**config.mk**
```make
export PLATFORM = sky130hd
export DESIGN_NAME = lnc_top
export DESIGN_NICKNAME = d
export VERILOG_FILES = /design/src/verilog/lnc_pkg.sv /design/src/verilog/lnc_msg_ram.sv /design/src/verilog/lnc_chk.sv /design/src/verilog/lnc_top.sv
export VERILOG_INCLUDE_DIRS = /design/src /design/src/verilog
export SDC_FILE = /design/constraint.sdc
export NUM_CORES = 1
export LEC_CHECK = 0
export BUFFER_PORTS_ARGS = -buffer_cell sky130_fd_sc_hd__buf_2
export CAP_MARGIN = 20
export CORE_MARGIN = 3
export CORE_UTILIZATION = 27
export CTS_CLUSTER_SIZE = 10
export DETAILED_ROUTE_END_ITERATION = 16
export HOLD_SLACK_MARGIN = 0.15
export PLACE_DENSITY_LB_ADDON = 0.1
export SLEW_MARGIN = 20
export SYNTH_ARGS = -nofsm -noshare
export SYNTH_HDL_FRONTEND = slang
export SYNTH_SLANG_ARGS = --single-unit
export TNS_END_PERCENT = 100
```
**constraint.sdc**
```tcl
create_clock -name clk_sys -period 23.9 [get_ports clk_sys]
set_input_delay 3.585 -clock clk_sys [delete_from_list [all_inputs] [get_ports clk_sys]]
set_output_delay 3.585 -clock clk_sys [all_outputs]
set_load 0.005 [all_outputs]
```
**src/verilog/lnc_cfg.svh**
```systemverilog
// constants of the lin node controller: offsets, field positions, reset values, counts
`ifndef LNC_CFG_SVH
`define LNC_CFG_SVH

// ********************************************************************
// direct wishbone registers (byte addresses)
// ********************************************************************
`define LNC_OFF_MODE 5'h00
`define LNC_OFF_INDEX 5'h04
`define LNC_OFF_DATA 5'h08
`define LNC_OFF_IST 5'h0C
`define LNC_OFF_IMASK 5'h10

// ********************************************************************
// node_mode_select_reg bits
// ********************************************************************
`define LNC_MODE_EN 7
`define LNC_MODE_MASTER 6
`define LNC_MODE_AUTO_RATE_ENABLE 5

// ********************************************************************
// indirect register indexes
// ********************************************************************
`define LNC_IX_DATA_SEL 3
`define LNC_IX_CTRL 4'h8
`define LNC_IX_STAT 4'h9
`define LNC_IX_SIZE 4'hB
`define LNC_IX_DIV 4'hC
`define LNC_IX_MUL 4'hD
`define LNC_IX_ID 4'hE

// ********************************************************************
// field positions
// ********************************************************************
`define LNC_CTRL_START 0
`define LNC_CTRL_RSTERR 2
`define LNC_CTRL_RSTINT 3
`define LNC_CTRL_TXRX 5
`define LNC_SIZE_ENH 7
`define LNC_LEN_FROM_ID 4'hF
`define LNC_MAX_LEN 4'h8
`define LNC_IRQ_DONE 0
`define LNC_IRQ_ERR 1

// ********************************************************************
// reset values and bit counts
// ********************************************************************
`define LNC_RST_DIV 9'h138
`define LNC_RST_PRE 2'h1
`define LNC_BREAK_BITS 4'hD
`define LNC_BREAK_DETECT 4'hB
`define LNC_STOP_BIT 4'h9
`define LNC_AB_EDGES 4'h4
`define LNC_SYNC_BYTE 8'h55

`endif

```
**src/verilog/lnc_pkg.sv**
```systemverilog
// types shared by the lin node controller
package lnc_pkg;

    typedef enum logic [3:0] {
        ST_IDLE, ST_BRK, ST_DEL, ST_WBRK, ST_ABD, ST_ABW, ST_LOAD, ST_LOAD2, ST_BYTE
    } lnc_state_e;

    typedef enum logic [1:0] {PH_SYNC, PH_PID, PH_DATA, PH_CHK} lnc_phase_e;

    typedef struct packed {
        logic cyc;
        logic stb;
        logic we;
        logic [2:0] adr;
        logic [3:0] sel;
        logic [31:0] dat;
    } lnc_wb_req_s;

    typedef struct packed {
        logic ack;
        logic [31:0] dat;
    } lnc_wb_rsp_s;

    typedef struct packed {
        logic en;
        logic master;
        logic auto_rate_enable;
        logic [3:0] idx;
        logic txrx;
        logic start;
        logic [3:0] size;
        logic enh;
        logic [8:0] div;
        logic [4:0] mul;
        logic [1:0] pre;
        logic [5:0] id;
        logic done;
        logic [4:0] errs;
        logic [1:0] ist;
        logic [1:0] imask;
        logic irq;
        logic ack;
        logic pend;
        logic [7:0] dat;
        logic tx;
        logic rxp;
        lnc_state_e st;
        lnc_phase_e ph;
        logic go;
        logic [3:0] bytei;
        logic [3:0] lenq;
        logic [3:0] bitc;
        logic [17:0] cnt;
        logic [20:0] meas;
        logic [17:0] per;
        logic [7:0] txb;
        logic [7:0] rb;
    } lnc_regs_s;

endpackage : lnc_pkg

```
**src/verilog/lnc_msg_ram.sv**
```systemverilog
// message payload store, eight bytes, registered read
`timescale 1ns/10ps
module lnc_msg_ram (
    input logic clk_sys,
    input logic arst_n,
    input logic we,
    input logic [2:0] addr,
    input logic [7:0] wdata,
    output logic [7:0] rdata
);
    import lnc_pkg::*;

    logic [7:0] mem [8];

    always_ff @(posedge clk_sys) begin
        if (we) begin
            mem[addr] <= wdata;
        end
    end

    always_ff @(posedge clk_sys or negedge arst_n) begin
        if (!arst_n) begin
            rdata <= 8'h00;
        end else begin
            rdata <= mem[addr];
        end
    end

endmodule : lnc_msg_ram

```
**src/verilog/lnc_chk.sv**
```systemverilog
// frame checksum accumulator: carry-wrapping byte sum, inverted on output
`timescale 1ns/10ps
module lnc_chk (
    input logic clk_sys,
    input logic arst_n,
    input logic clr,
    input logic add,
    input logic [7:0] byte_in,
    output logic [7:0] sum_inv
);
    import lnc_pkg::*;

    logic [7:0] sum_q;
    logic [7:0] sum_d;
    logic [8:0] raw;

    always_comb begin
        raw = {1'b0, sum_q} + {1'b0, byte_in};
        sum_d = sum_q;
        if (clr) begin
            sum_d = 8'h00;
        end else if (add) begin
            // the carry folds back into bit 0
            sum_d = raw[7:0] + {7'h00, raw[8]};
        end
    end

    always_ff @(posedge clk_sys or negedge arst_n) begin
        if (!arst_n) begin
            sum_q <= 8'h00;
        end else begin
            sum_q <= sum_d;
        end
    end

    assign sum_inv = ~sum_q;

endmodule : lnc_chk

```
**src/verilog/lnc_top.sv**
```systemverilog
// lin node controller: wishbone registers, indirect access, frame engine
//
// Operation
// only mode, interrupt status and interrupt mask are direct; all else goes through index/data pair
// the index register picks the internal register behind the data window
// mode bit 6 selects master or slave node, both built in hardware
// mode bit 5 selects programmed bit timing or bit rate measured on bus
// software keeps master nodes on manual rate; autobaud only for slaves
// checksum built and checked in hardware, classic or enhanced
// software keeps the system clock at 8 MHz or more while in use
// data registers hold bytes to send and bytes received
// state machine serialises, deserialises and times every bus bit
// frame layout and node behaviour follow lin revision 2.1
// completion and errors seen by interrupt and by polling status
// bit time is two to (prescaler+1), times divider, times (multiplier+1)
// master sends break, then sync, then identifier
// length field is byte count; 1111b takes length from identifier
// start bit launches frame; interrupt on success or on error
`timescale 1ns/10ps
`include "lnc_cfg.svh"
module lnc_top (
    input logic clk_sys,
    input logic arst_n,
    input lnc_pkg::lnc_wb_req_s wb_req,
    output lnc_pkg::lnc_wb_rsp_s wb_rsp,
    input logic lin_rx,
    output logic lin_tx,
    output logic irq
);
    import lnc_pkg::*;

    localparam lnc_regs_s RST = '{tx: 1'b1, rxp: 1'b1, div: `LNC_RST_DIV,
        pre: `LNC_RST_PRE, st: ST_IDLE, ph: PH_SYNC, default: '0};

    lnc_regs_s r_q;
    lnc_regs_s r_d;

    logic auto_eff;
    logic [12:0] dp;
    logic [17:0] nman;
    logic [17:0] nref;
    logic [17:0] nbit;
    logic [17:0] nhalf;
    logic rx_fall;
    logic drv;
    logic outbit;
    logic [3:0] len_id;
    logic [3:0] len_sel;
    logic ram_we;
    logic [2:0] ram_addr;
    logic [7:0] ram_wd;
    logic [7:0] ram_rd;
    logic eng_ram;
    logic chk_clr;
    logic chk_add;
    logic [7:0] chk_sum;
    logic [4:0] ev_err;
    logic fin;
    logic bus_own;
    logic [7:0] ix_rd;
    logic [31:0] rd_word;

    // protected identifier: two parity bits over the six id bits
    function automatic logic [7:0] lnc_pid(input logic [5:0] i);
        return {~(i[1] ^ i[3] ^ i[4] ^ i[5]), i[0] ^ i[1] ^ i[2] ^ i[4], i};
    endfunction : lnc_pid

    // ****************************************************************
    // payload store and checksum
    // ****************************************************************
    lnc_msg_ram u_ram (
        .clk_sys(clk_sys),
        .arst_n(arst_n),
        .we(ram_we),
        .addr(ram_addr),
        .wdata(ram_wd),
        .rdata(ram_rd)
    );

    lnc_chk u_chk (
        .clk_sys(clk_sys),
        .arst_n(arst_n),
        .clr(chk_clr),
        .add(chk_add),
        .byte_in(r_q.rb),
        .sum_inv(chk_sum)
    );

    // ****************************************************************
    // next state
    // ****************************************************************
    always_comb begin
        r_d = r_q;
        auto_eff = r_q.auto_rate_enable & ~r_q.master;
        dp = 13'(r_q.div) << ({1'b0, r_q.pre} + 3'h1);
        nman = 18'(dp) * 18'({1'b0, r_q.mul} + 6'h01);
        // autobaud break detection runs on the nominal rate, multiplier unused
        nref = auto_eff ? 18'(dp) : nman;
        nbit = auto_eff ? r_q.per : nman;
        nhalf = nbit >> 1;
        rx_fall = r_q.rxp & ~lin_rx;
        drv = (r_q.ph == PH_SYNC || r_q.ph == PH_PID) ? r_q.master : r_q.txrx;
        if (r_q.bitc == 4'h0) begin
            outbit = 1'b0;
        end else if (r_q.bitc >= `LNC_STOP_BIT) begin
            outbit = 1'b1;
        end else begin
            outbit = r_q.txb[3'(r_q.bitc - 4'h1)];
        end
        unique case (r_q.rb[5:4])
            2'b10: len_id = 4'h4;
            2'b11: len_id = `LNC_MAX_LEN;
            default: len_id = 4'h2;
        endcase
        if (r_q.size == `LNC_LEN_FROM_ID) begin
            len_sel = len_id;
        end else if (r_q.size == 4'h0) begin
            len_sel = 4'h1;
        end else if (r_q.size > `LNC_MAX_LEN) begin
            len_sel = `LNC_MAX_LEN;
        end else begin
            len_sel = r_q.size;
        end
        ram_we = 1'b0;
        ram_addr = r_q.idx[2:0];
        ram_wd = wb_req.dat[7:0];
        eng_ram = 1'b0;
        chk_clr = 1'b0;
        chk_add = 1'b0;
        ev_err = 5'h00;
        fin = 1'b0;
        ix_rd = 8'h00;
        rd_word = 32'h0000_0000;
        r_d.rxp = lin_rx;
        r_d.tx = 1'b1;

        // ************************************************************
        // frame engine
        // ************************************************************
        unique case (r_q.st)
            ST_IDLE: begin
                r_d.cnt = 18'h0;
                r_d.bitc = 4'h0;
                r_d.go = 1'b0;
                if (r_q.en && r_q.start) begin
                    chk_clr = 1'b1;
                    r_d.ph = PH_SYNC;
                    r_d.st = r_q.master ? ST_BRK : ST_WBRK;
                end
            end
            ST_BRK: begin
                r_d.tx = 1'b0;
                r_d.cnt = r_q.cnt + 18'h1;
                if (r_q.cnt >= nbit - 18'h1) begin
                    r_d.cnt = 18'h0;
                    r_d.bitc = r_q.bitc + 4'h1;
                    if (r_q.bitc == `LNC_BREAK_BITS - 4'h1) begin
                        r_d.bitc = 4'h0;
                        r_d.st = ST_DEL;
                    end
                end
            end
            ST_DEL: begin
                r_d.cnt = r_q.cnt + 18'h1;
                if (r_q.cnt >= nbit - 18'h1) begin
                    r_d.cnt = 18'h0;
                    r_d.txb = `LNC_SYNC_BYTE;
                    r_d.st = ST_BYTE;
                end
            end
            ST_WBRK: begin
                if (!lin_rx) begin
                    r_d.cnt = r_q.cnt + 18'h1;
                    if (r_q.cnt >= nref - 18'h1) begin
                        r_d.cnt = 18'h0;
                        if (r_q.bitc != 4'hF) begin
                            r_d.bitc = r_q.bitc + 4'h1;
                        end
                    end
                end else begin
                    r_d.cnt = 18'h0;
                    r_d.bitc = 4'h0;
                    // a long enough dominant stretch is a break
                    if (r_q.bitc >= `LNC_BREAK_DETECT) begin
                        r_d.meas = 21'h0;
                        r_d.st = auto_eff ? ST_ABD : ST_BYTE;
                    end
                end
            end
            ST_ABD: begin
                // five falling edges of the sync byte span eight bit times
                r_d.meas = r_q.meas + 21'h1;
                if (rx_fall) begin
                    r_d.bitc = r_q.bitc + 4'h1;
                    if (r_q.bitc == 4'h0) begin
                        r_d.meas = 21'h0;
                    end
                    if (r_q.bitc == `LNC_AB_EDGES) begin
                        r_d.per = r_q.meas[20:3];
                        r_d.st = ST_ABW;
                    end
                end
            end
            ST_ABW: begin
                r_d.bitc = 4'h0;
                if (lin_rx) begin
                    r_d.ph = PH_PID;
                    r_d.st = ST_BYTE;
                end
            end
            ST_LOAD: begin
                eng_ram = 1'b1;
                ram_addr = r_q.bytei[2:0];
                r_d.st = ST_LOAD2;
            end
            ST_LOAD2: begin
                r_d.txb = (r_q.ph == PH_CHK) ? chk_sum : ram_rd;
                r_d.st = ST_BYTE;
            end
            ST_BYTE: begin
                if (!r_q.go) begin
                    r_d.cnt = 18'h0;
                    r_d.bitc = 4'h0;
                    if (drv || !lin_rx) begin
                        r_d.go = 1'b1;
                    end
                end else begin
                    r_d.tx = drv ? outbit : 1'b1;
                    r_d.cnt = r_q.cnt + 18'h1;
                    if (r_q.cnt == nhalf) begin
                        if (r_q.bitc >= 4'h1 && r_q.bitc <= 4'h8) begin
                            r_d.rb = {lin_rx, r_q.rb[7:1]};
                        end
                        if ((r_q.bitc == 4'h0 && lin_rx) ||
                            (r_q.bitc == `LNC_STOP_BIT && !lin_rx)) begin
                            ev_err[4] = 1'b1;
                        end
                        // readback of own transmission catches bus conflicts
                        if (drv && lin_rx != outbit) begin
                            ev_err[0] = 1'b1;
                        end
                    end
                    if (r_q.cnt >= nbit - 18'h1) begin
                        r_d.cnt = 18'h0;
                        r_d.bitc = r_q.bitc + 4'h1;
                        if (r_q.bitc == `LNC_STOP_BIT) begin
                            r_d.go = 1'b0;
                            r_d.bitc = 4'h0;
                            unique case (r_q.ph)
                                PH_SYNC: begin
                                    if (r_q.rb != `LNC_SYNC_BYTE) begin
                                        ev_err[3] = 1'b1;
                                    end
                                    r_d.txb = lnc_pid(r_q.id);
                                    r_d.ph = PH_PID;
                                end
                                PH_PID: begin
                                    chk_add = r_q.enh;
                                    if (!r_q.master) begin
                                        r_d.id = r_q.rb[5:0];
                                    end
                                    if (r_q.rb != lnc_pid(r_q.rb[5:0])) begin
                                        ev_err[2] = 1'b1;
                                    end
                                    r_d.lenq = len_sel;
                                    r_d.bytei = 4'h0;
                                    r_d.ph = PH_DATA;
                                    r_d.st = r_q.txrx ? ST_LOAD : ST_BYTE;
                                end
                                PH_DATA: begin
                                    chk_add = 1'b1;
                                    if (!drv) begin
                                        eng_ram = 1'b1;
                                        ram_we = 1'b1;
                                        ram_addr = r_q.bytei[2:0];
                                        ram_wd = r_q.rb;
                                    end
                                    r_d.bytei = r_q.bytei + 4'h1;
                                    if (r_q.bytei + 4'h1 >= r_q.lenq) begin
                                        r_d.ph = PH_CHK;
                                    end
                                    r_d.st = r_q.txrx ? ST_LOAD : ST_BYTE;
                                end
                                PH_CHK: begin
                                    if (!drv && r_q.rb != chk_sum) begin
                                        ev_err[1] = 1'b1;
                                    end
                                    fin = 1'b1;
                                end
                            endcase
                            // any fault aborts the frame at the byte boundary
                            if ((r_q.errs | ev_err) != 5'h00) begin
                                fin = 1'b1;
                            end
                        end
                    end
                end
            end
        endcase
        if (fin) begin
            r_d.st = ST_IDLE;
            r_d.start = 1'b0;
        end
        if (!r_q.en) begin
            r_d.st = ST_IDLE;
            r_d.go = 1'b0;
        end

        // ************************************************************
        // wishbone slave
        // ************************************************************
        bus_own = ~eng_ram;
        if (r_q.idx[`LNC_IX_DATA_SEL] == 1'b0) begin
            ix_rd = ram_rd;
        end else begin
            unique case (r_q.idx)
                `LNC_IX_CTRL: ix_rd = {2'h0, r_q.txrx, 4'h0, r_q.start};
                `LNC_IX_STAT: ix_rd = {r_q.errs, |r_q.errs, r_q.st != ST_IDLE, r_q.done};
                `LNC_IX_SIZE: ix_rd = {r_q.enh, 3'h0, r_q.size};
                `LNC_IX_DIV: ix_rd = r_q.div[7:0];
                `LNC_IX_MUL: ix_rd = {r_q.pre, r_q.mul, r_q.div[8]};
                `LNC_IX_ID: ix_rd = {2'h0, r_q.id};
                default: ix_rd = 8'h00;
            endcase
        end
        unique case ({wb_req.adr, 2'b00})
            `LNC_OFF_MODE: rd_word = {24'h0, r_q.en, r_q.master, r_q.auto_rate_enable, 5'h00};
            `LNC_OFF_INDEX: rd_word = {28'h0, r_q.idx};
            `LNC_OFF_DATA: rd_word = {24'h0, ix_rd};
            `LNC_OFF_IST: rd_word = {30'h0, r_q.ist};
            `LNC_OFF_IMASK: rd_word = {30'h0, r_q.imask};
            default: rd_word = 32'h0000_0000;
        endcase
        r_d.ack = 1'b0;
        if (!(wb_req.cyc && wb_req.stb) || r_q.ack) begin
            r_d.pend = 1'b0;
        end else if (!r_q.pend) begin
            // first cycle only presents the index to the store
            r_d.pend = bus_own;
        end else if (!bus_own) begin
            r_d.pend = 1'b0;
        end else begin
            r_d.pend = 1'b0;
            r_d.ack = 1'b1;
            r_d.dat = rd_word[7:0];
            if (wb_req.we && wb_req.sel[0]) begin
                unique case ({wb_req.adr, 2'b00})
                    `LNC_OFF_MODE: begin
                        r_d.en = wb_req.dat[`LNC_MODE_EN];
                        r_d.master = wb_req.dat[`LNC_MODE_MASTER];
                        r_d.auto_rate_enable = wb_req.dat[`LNC_MODE_AUTO_RATE_ENABLE];
                    end
                    `LNC_OFF_INDEX: r_d.idx = wb_req.dat[3:0];
                    `LNC_OFF_DATA: begin
                        if (r_q.idx[`LNC_IX_DATA_SEL] == 1'b0) begin
                            ram_we = 1'b1;
                        end
                        unique case (r_q.idx)
                            `LNC_IX_CTRL: begin
                                r_d.txrx = wb_req.dat[`LNC_CTRL_TXRX];
                                if (wb_req.dat[`LNC_CTRL_START]) begin
                                    r_d.start = 1'b1;
                                    r_d.done = 1'b0;
                                    r_d.errs = 5'h00;
                                end
                                if (wb_req.dat[`LNC_CTRL_RSTERR]) begin
                                    r_d.errs = 5'h00;
                                end
                                if (wb_req.dat[`LNC_CTRL_RSTINT]) begin
                                    r_d.ist = 2'h0;
                                end
                            end
                            `LNC_IX_SIZE: begin
                                r_d.enh = wb_req.dat[`LNC_SIZE_ENH];
                                r_d.size = wb_req.dat[3:0];
                            end
                            `LNC_IX_DIV: r_d.div[7:0] = wb_req.dat[7:0];
                            `LNC_IX_MUL: begin
                                r_d.pre = wb_req.dat[7:6];
                                r_d.mul = wb_req.dat[5:1];
                                r_d.div[8] = wb_req.dat[0];
                            end
                            `LNC_IX_ID: r_d.id = wb_req.dat[5:0];
                            default: begin
                            end
                        endcase
                    end
                    `LNC_OFF_IST: r_d.ist = r_q.ist & ~wb_req.dat[1:0];
                    `LNC_OFF_IMASK: r_d.imask = wb_req.dat[1:0];
                    default: begin
                    end
                endcase
            end
        end

        // hardware events land last so a same-cycle software clear loses
        r_d.errs = r_d.errs | ev_err;
        if (fin) begin
            r_d.done = 1'b1;
            r_d.ist[`LNC_IRQ_DONE] = 1'b1;
            if ((r_q.errs | ev_err) != 5'h00) begin
                r_d.ist[`LNC_IRQ_ERR] = 1'b1;
            end
        end
        r_d.irq = |(r_d.ist & r_d.imask);
    end

    always_ff @(posedge clk_sys or negedge arst_n) begin
        if (!arst_n) begin
            r_q <= RST;
        end else begin
            r_q <= r_d;
        end
    end

    assign wb_rsp = '{ack: r_q.ack, dat: {24'h0, r_q.dat}};
    assign lin_tx = r_q.tx;
    assign irq = r_q.irq;

endmodule : lnc_top

```
==> results.sh <==
export IMPL_vias=13388
export IMPL_drc=0
export IMPL_cts_buffers=29
export IMPL_cpPeakStageDelay_ns=0.91
export IMPL_ioPinCount=80
export IMPL_synth_avg_cell_area_um2=9.36
export IMPL_viasPerCell=4.96
export IMPL_grt_overflow=0
export IMPL_post_route_util_pct=30.1
export IMPL_netlist_area_mm2=0.0173
export IMPL_initial_utilization_pct=27.3
export IMPL_synthCells=1844
export IMPL_firstDrtPassIters=5
export IMPL_crit_slowest_cell="mux2i_4"
export IMPL_die_x_um=259
export IMPL_synth_area_top_cells="dfrtp_1, edfxtp_1, ha_1"
export IMPL_fmax_mhz=87.0
export IMPL_startpoint_type="flop"
export IMPL_wire_per_inst_um=19.5
export IMPL_clkTransAtPathRegs_ns=0.06
export IMPL_post_route_min_period_ns=11.49
export IMPL_post_cts_resized=0
export IMPL_dieArea_mm2=0.0670
export IMPL_holdPathStages=2
export IMPL_clk_latency_ns=0.57
export IMPL_outcome="finished clean"
export IMPL_rr_worst_depth=29
export IMPL_worstPathArrival_ns=11.69
export IMPL_placed_cell_area_mm2=0.0182
export IMPL_antenna_found_initial=3
export IMPL_cts_tree="done"
export IMPL_synth_seq_cells=231
export IMPL_holdWs_ns=0.485
export IMPL_synth_edf_count=64
export IMPL_yosysTopAreaCell="dfrtp_1"
export IMPL_synthArstFlopShare_pct=72.3
export IMPL_coreArea_mm2=0.0632
export IMPL_rsz0062_at_grt="false"
export IMPL_max_slew_margin_rel_pct=24.4
export IMPL_num_rows=92
export IMPL_worst_slew_pin_slew_ns=1.13
export IMPL_ir_drop_uv=50.8
export IMPL_synth_most_common_cell="nor2_1"
export IMPL_hold_start="r_q[80]"
export IMPL_holdPathEnd="r_q[80]"
export IMPL_synth_top_area_share_pct=23.2
export IMPL_post_route_period_util_pct=48.1
export IMPL_grt_max_degree=64
export IMPL_grt_total_usage_pct=15.6
export IMPL_grt_pass1_wl_um=82100
export IMPL_dp_slack_ns=12.26
export IMPL_setup_violations_final=0
export IMPL_cts_path_max_buffers=3
export IMPL_die_h_um=259
export IMPL_critPathRequiredTime_ns=24.09
export IMPL_hp_class="reg -> reg"
export IMPL_drt_iter0_markers=871
export IMPL_fillers=6656
export IMPL_critPathCaptureType="flop"
export IMPL_reg2reg_slack_ns=12.41
export IMPL_hold_violations=0
export IMPL_p_leak_nw=8.41
export IMPL_yosysWarningCount=0
export IMPL_max_cap_violations=0
export IMPL_reg2reg_from="r_q[121]"
export IMPL_first_global_vias=13287
export IMPL_htreeDepth=1
export IMPL_wirelength_um=52700
export IMPL_fin_tns_setup_ns=0
export IMPL_clock_sinks=231
export IMPL_ant_nets=0
export IMPL_dp_hpwl_um=39800
export IMPL_stdcell_area_mm2=0.0190
export IMPL_synthTopCellsByCount="nor2_1, dfrtp_1, nand2_1"
export IMPL_fin_ws_ns=12.41
export IMPL_p_per_area_mw_per_mm2=48.3
export IMPL_syn2layout_area_growth_pct=10.3
export IMPL_rr_endpoint="u_ram.mem[0][3]"
export IMPL_final_nets=2010
export IMPL_yosysSeqAreaShare_pct=35.4
export IMPL_drv_slew=0
export IMPL_holdBufCountCts=0
export IMPL_fin_skew_ns=0.0204
export IMPL_crit_fanout=24
export IMPL_place_gp_congestion=0.857
export IMPL_critical_path_class="reg -> reg"
export IMPL_synth_cell_type_count=89
export IMPL_drive_gt1_share_pct=11.6
export IMPL_clockRootBuffer="clkbuf_16"
export IMPL_ys_flop_type="dfrtp_1"
export IMPL_cts_setup_buffers=0
export IMPL_port_buffers=28
==> metal layers <==
layer  global-route usage, %  vias to the layer above  wire length, um
met5                       0                        -               13
met4                    2.87                        2              836
met3                    1.86                       53             1690
li1                        -                     6521                -
met2                    26.5                      196            25500
met1                    21.6                     6616            24700
==> worst max-delay path: cells and delay by family, from the launching register on <==
kind	cells	cell delay, ns
AO/OA/AOI/OAI	8	2.70
XOR/XNOR	1	0.16
adder cells (fa/ha/maj)	6	2.91
buffers and inverters	2	0.11
flip-flops	1	0.77
multiplexers	3	2.03
AND/OR/NAND/NOR	9	2.39
==> cell usage in the layout (no fill, tap or decap), types with 55 or more instances in the layout <==
| master | instances |
|---|---|
| nor2_1 | 204 |
| dfrtp_1 | 160 |
| nand2_1 | 143 |
| o21ai_0 | 106 |
| inv_1 | 94 |
| a21oi_1 | 91 |
| ha_1 | 91 |
| mux2_2 | 78 |
| edfxtp_1 | 64 |
| mux2i_1 | 59 |
| xnor2_1 | 55 |
==> kinds of logic after synthesis <==
| kind of cell | after synthesis | synth area share (%) |
|---|---|---|
| AOI/OAI and AO/OA | 397 | 14.9 |
| xor gates and xnor gates | 98 | 5.01 |
| adders and majority gates | 136 | 11.8 |
| buffers and inverters | 218 | 5.61 |
| DFF | 231 | 35.4 |
| muxes | 149 | 9.96 |
| other | 1 | 0.0217 |
| and+or+nand+nor | 614 | 17.2 |
==> registers in the layout, summed over array words and instances, names as in the netlist <==
register and cells:
r_q 140, u_chk.sum_q 8, u_ram.mem 64, irq 1, lin_tx 1, u_ram.rdata 8, wb_rsp 9
==> per-stage QoR <==
step,power (mW),instances
floorplan,0.495,1867
global placement,0.525,2643
detailed placement,0.526,2643
CTS,0.938,2695
global route,0.968,2696
finish,0.920,2698
==> final cells by class <==
class	count	area (um2)	area share (%)
repair buffers	54	339	1.78
flip-flops and latches	231	6110	32.1
clock buffers	45	806	4.23
clock inverters	7	52.6	0.276
multi-input cells	1418	10300	54.2
inverters	95	357	1.87
well taps	846	1060	5.56
diodes	2	5.00	0.0263
==> power by group <==
group / internal, mW / switching [mW] / leakage, nW
clock network: 0.231 / 0.171 / 0.418
logic: 0.0326 / 0.0613 / 5.22
registers: 0.414 / 0.00950 / 2.77
==> how the worst max path moves through the flow <==
stage	to	cells past startpoint	startpoint
6_report	u_ram.mem[0][3]	29	r_q[121]
5_1_grt	u_ram.mem[0][3]	29	r_q[121]
4_1_cts	u_ram.mem[0][3]	29	r_q[121]
3_5_place_dp	u_ram.mem[0][2]	29	r_q[121]
3_3_place_gp	u_ram.mem[1][2]	29	r_q[121]
2_1_floorplan	u_ram.mem[4][0]	33	r_q[121]
No activity file was read; power rests on OpenSTA's default activity.
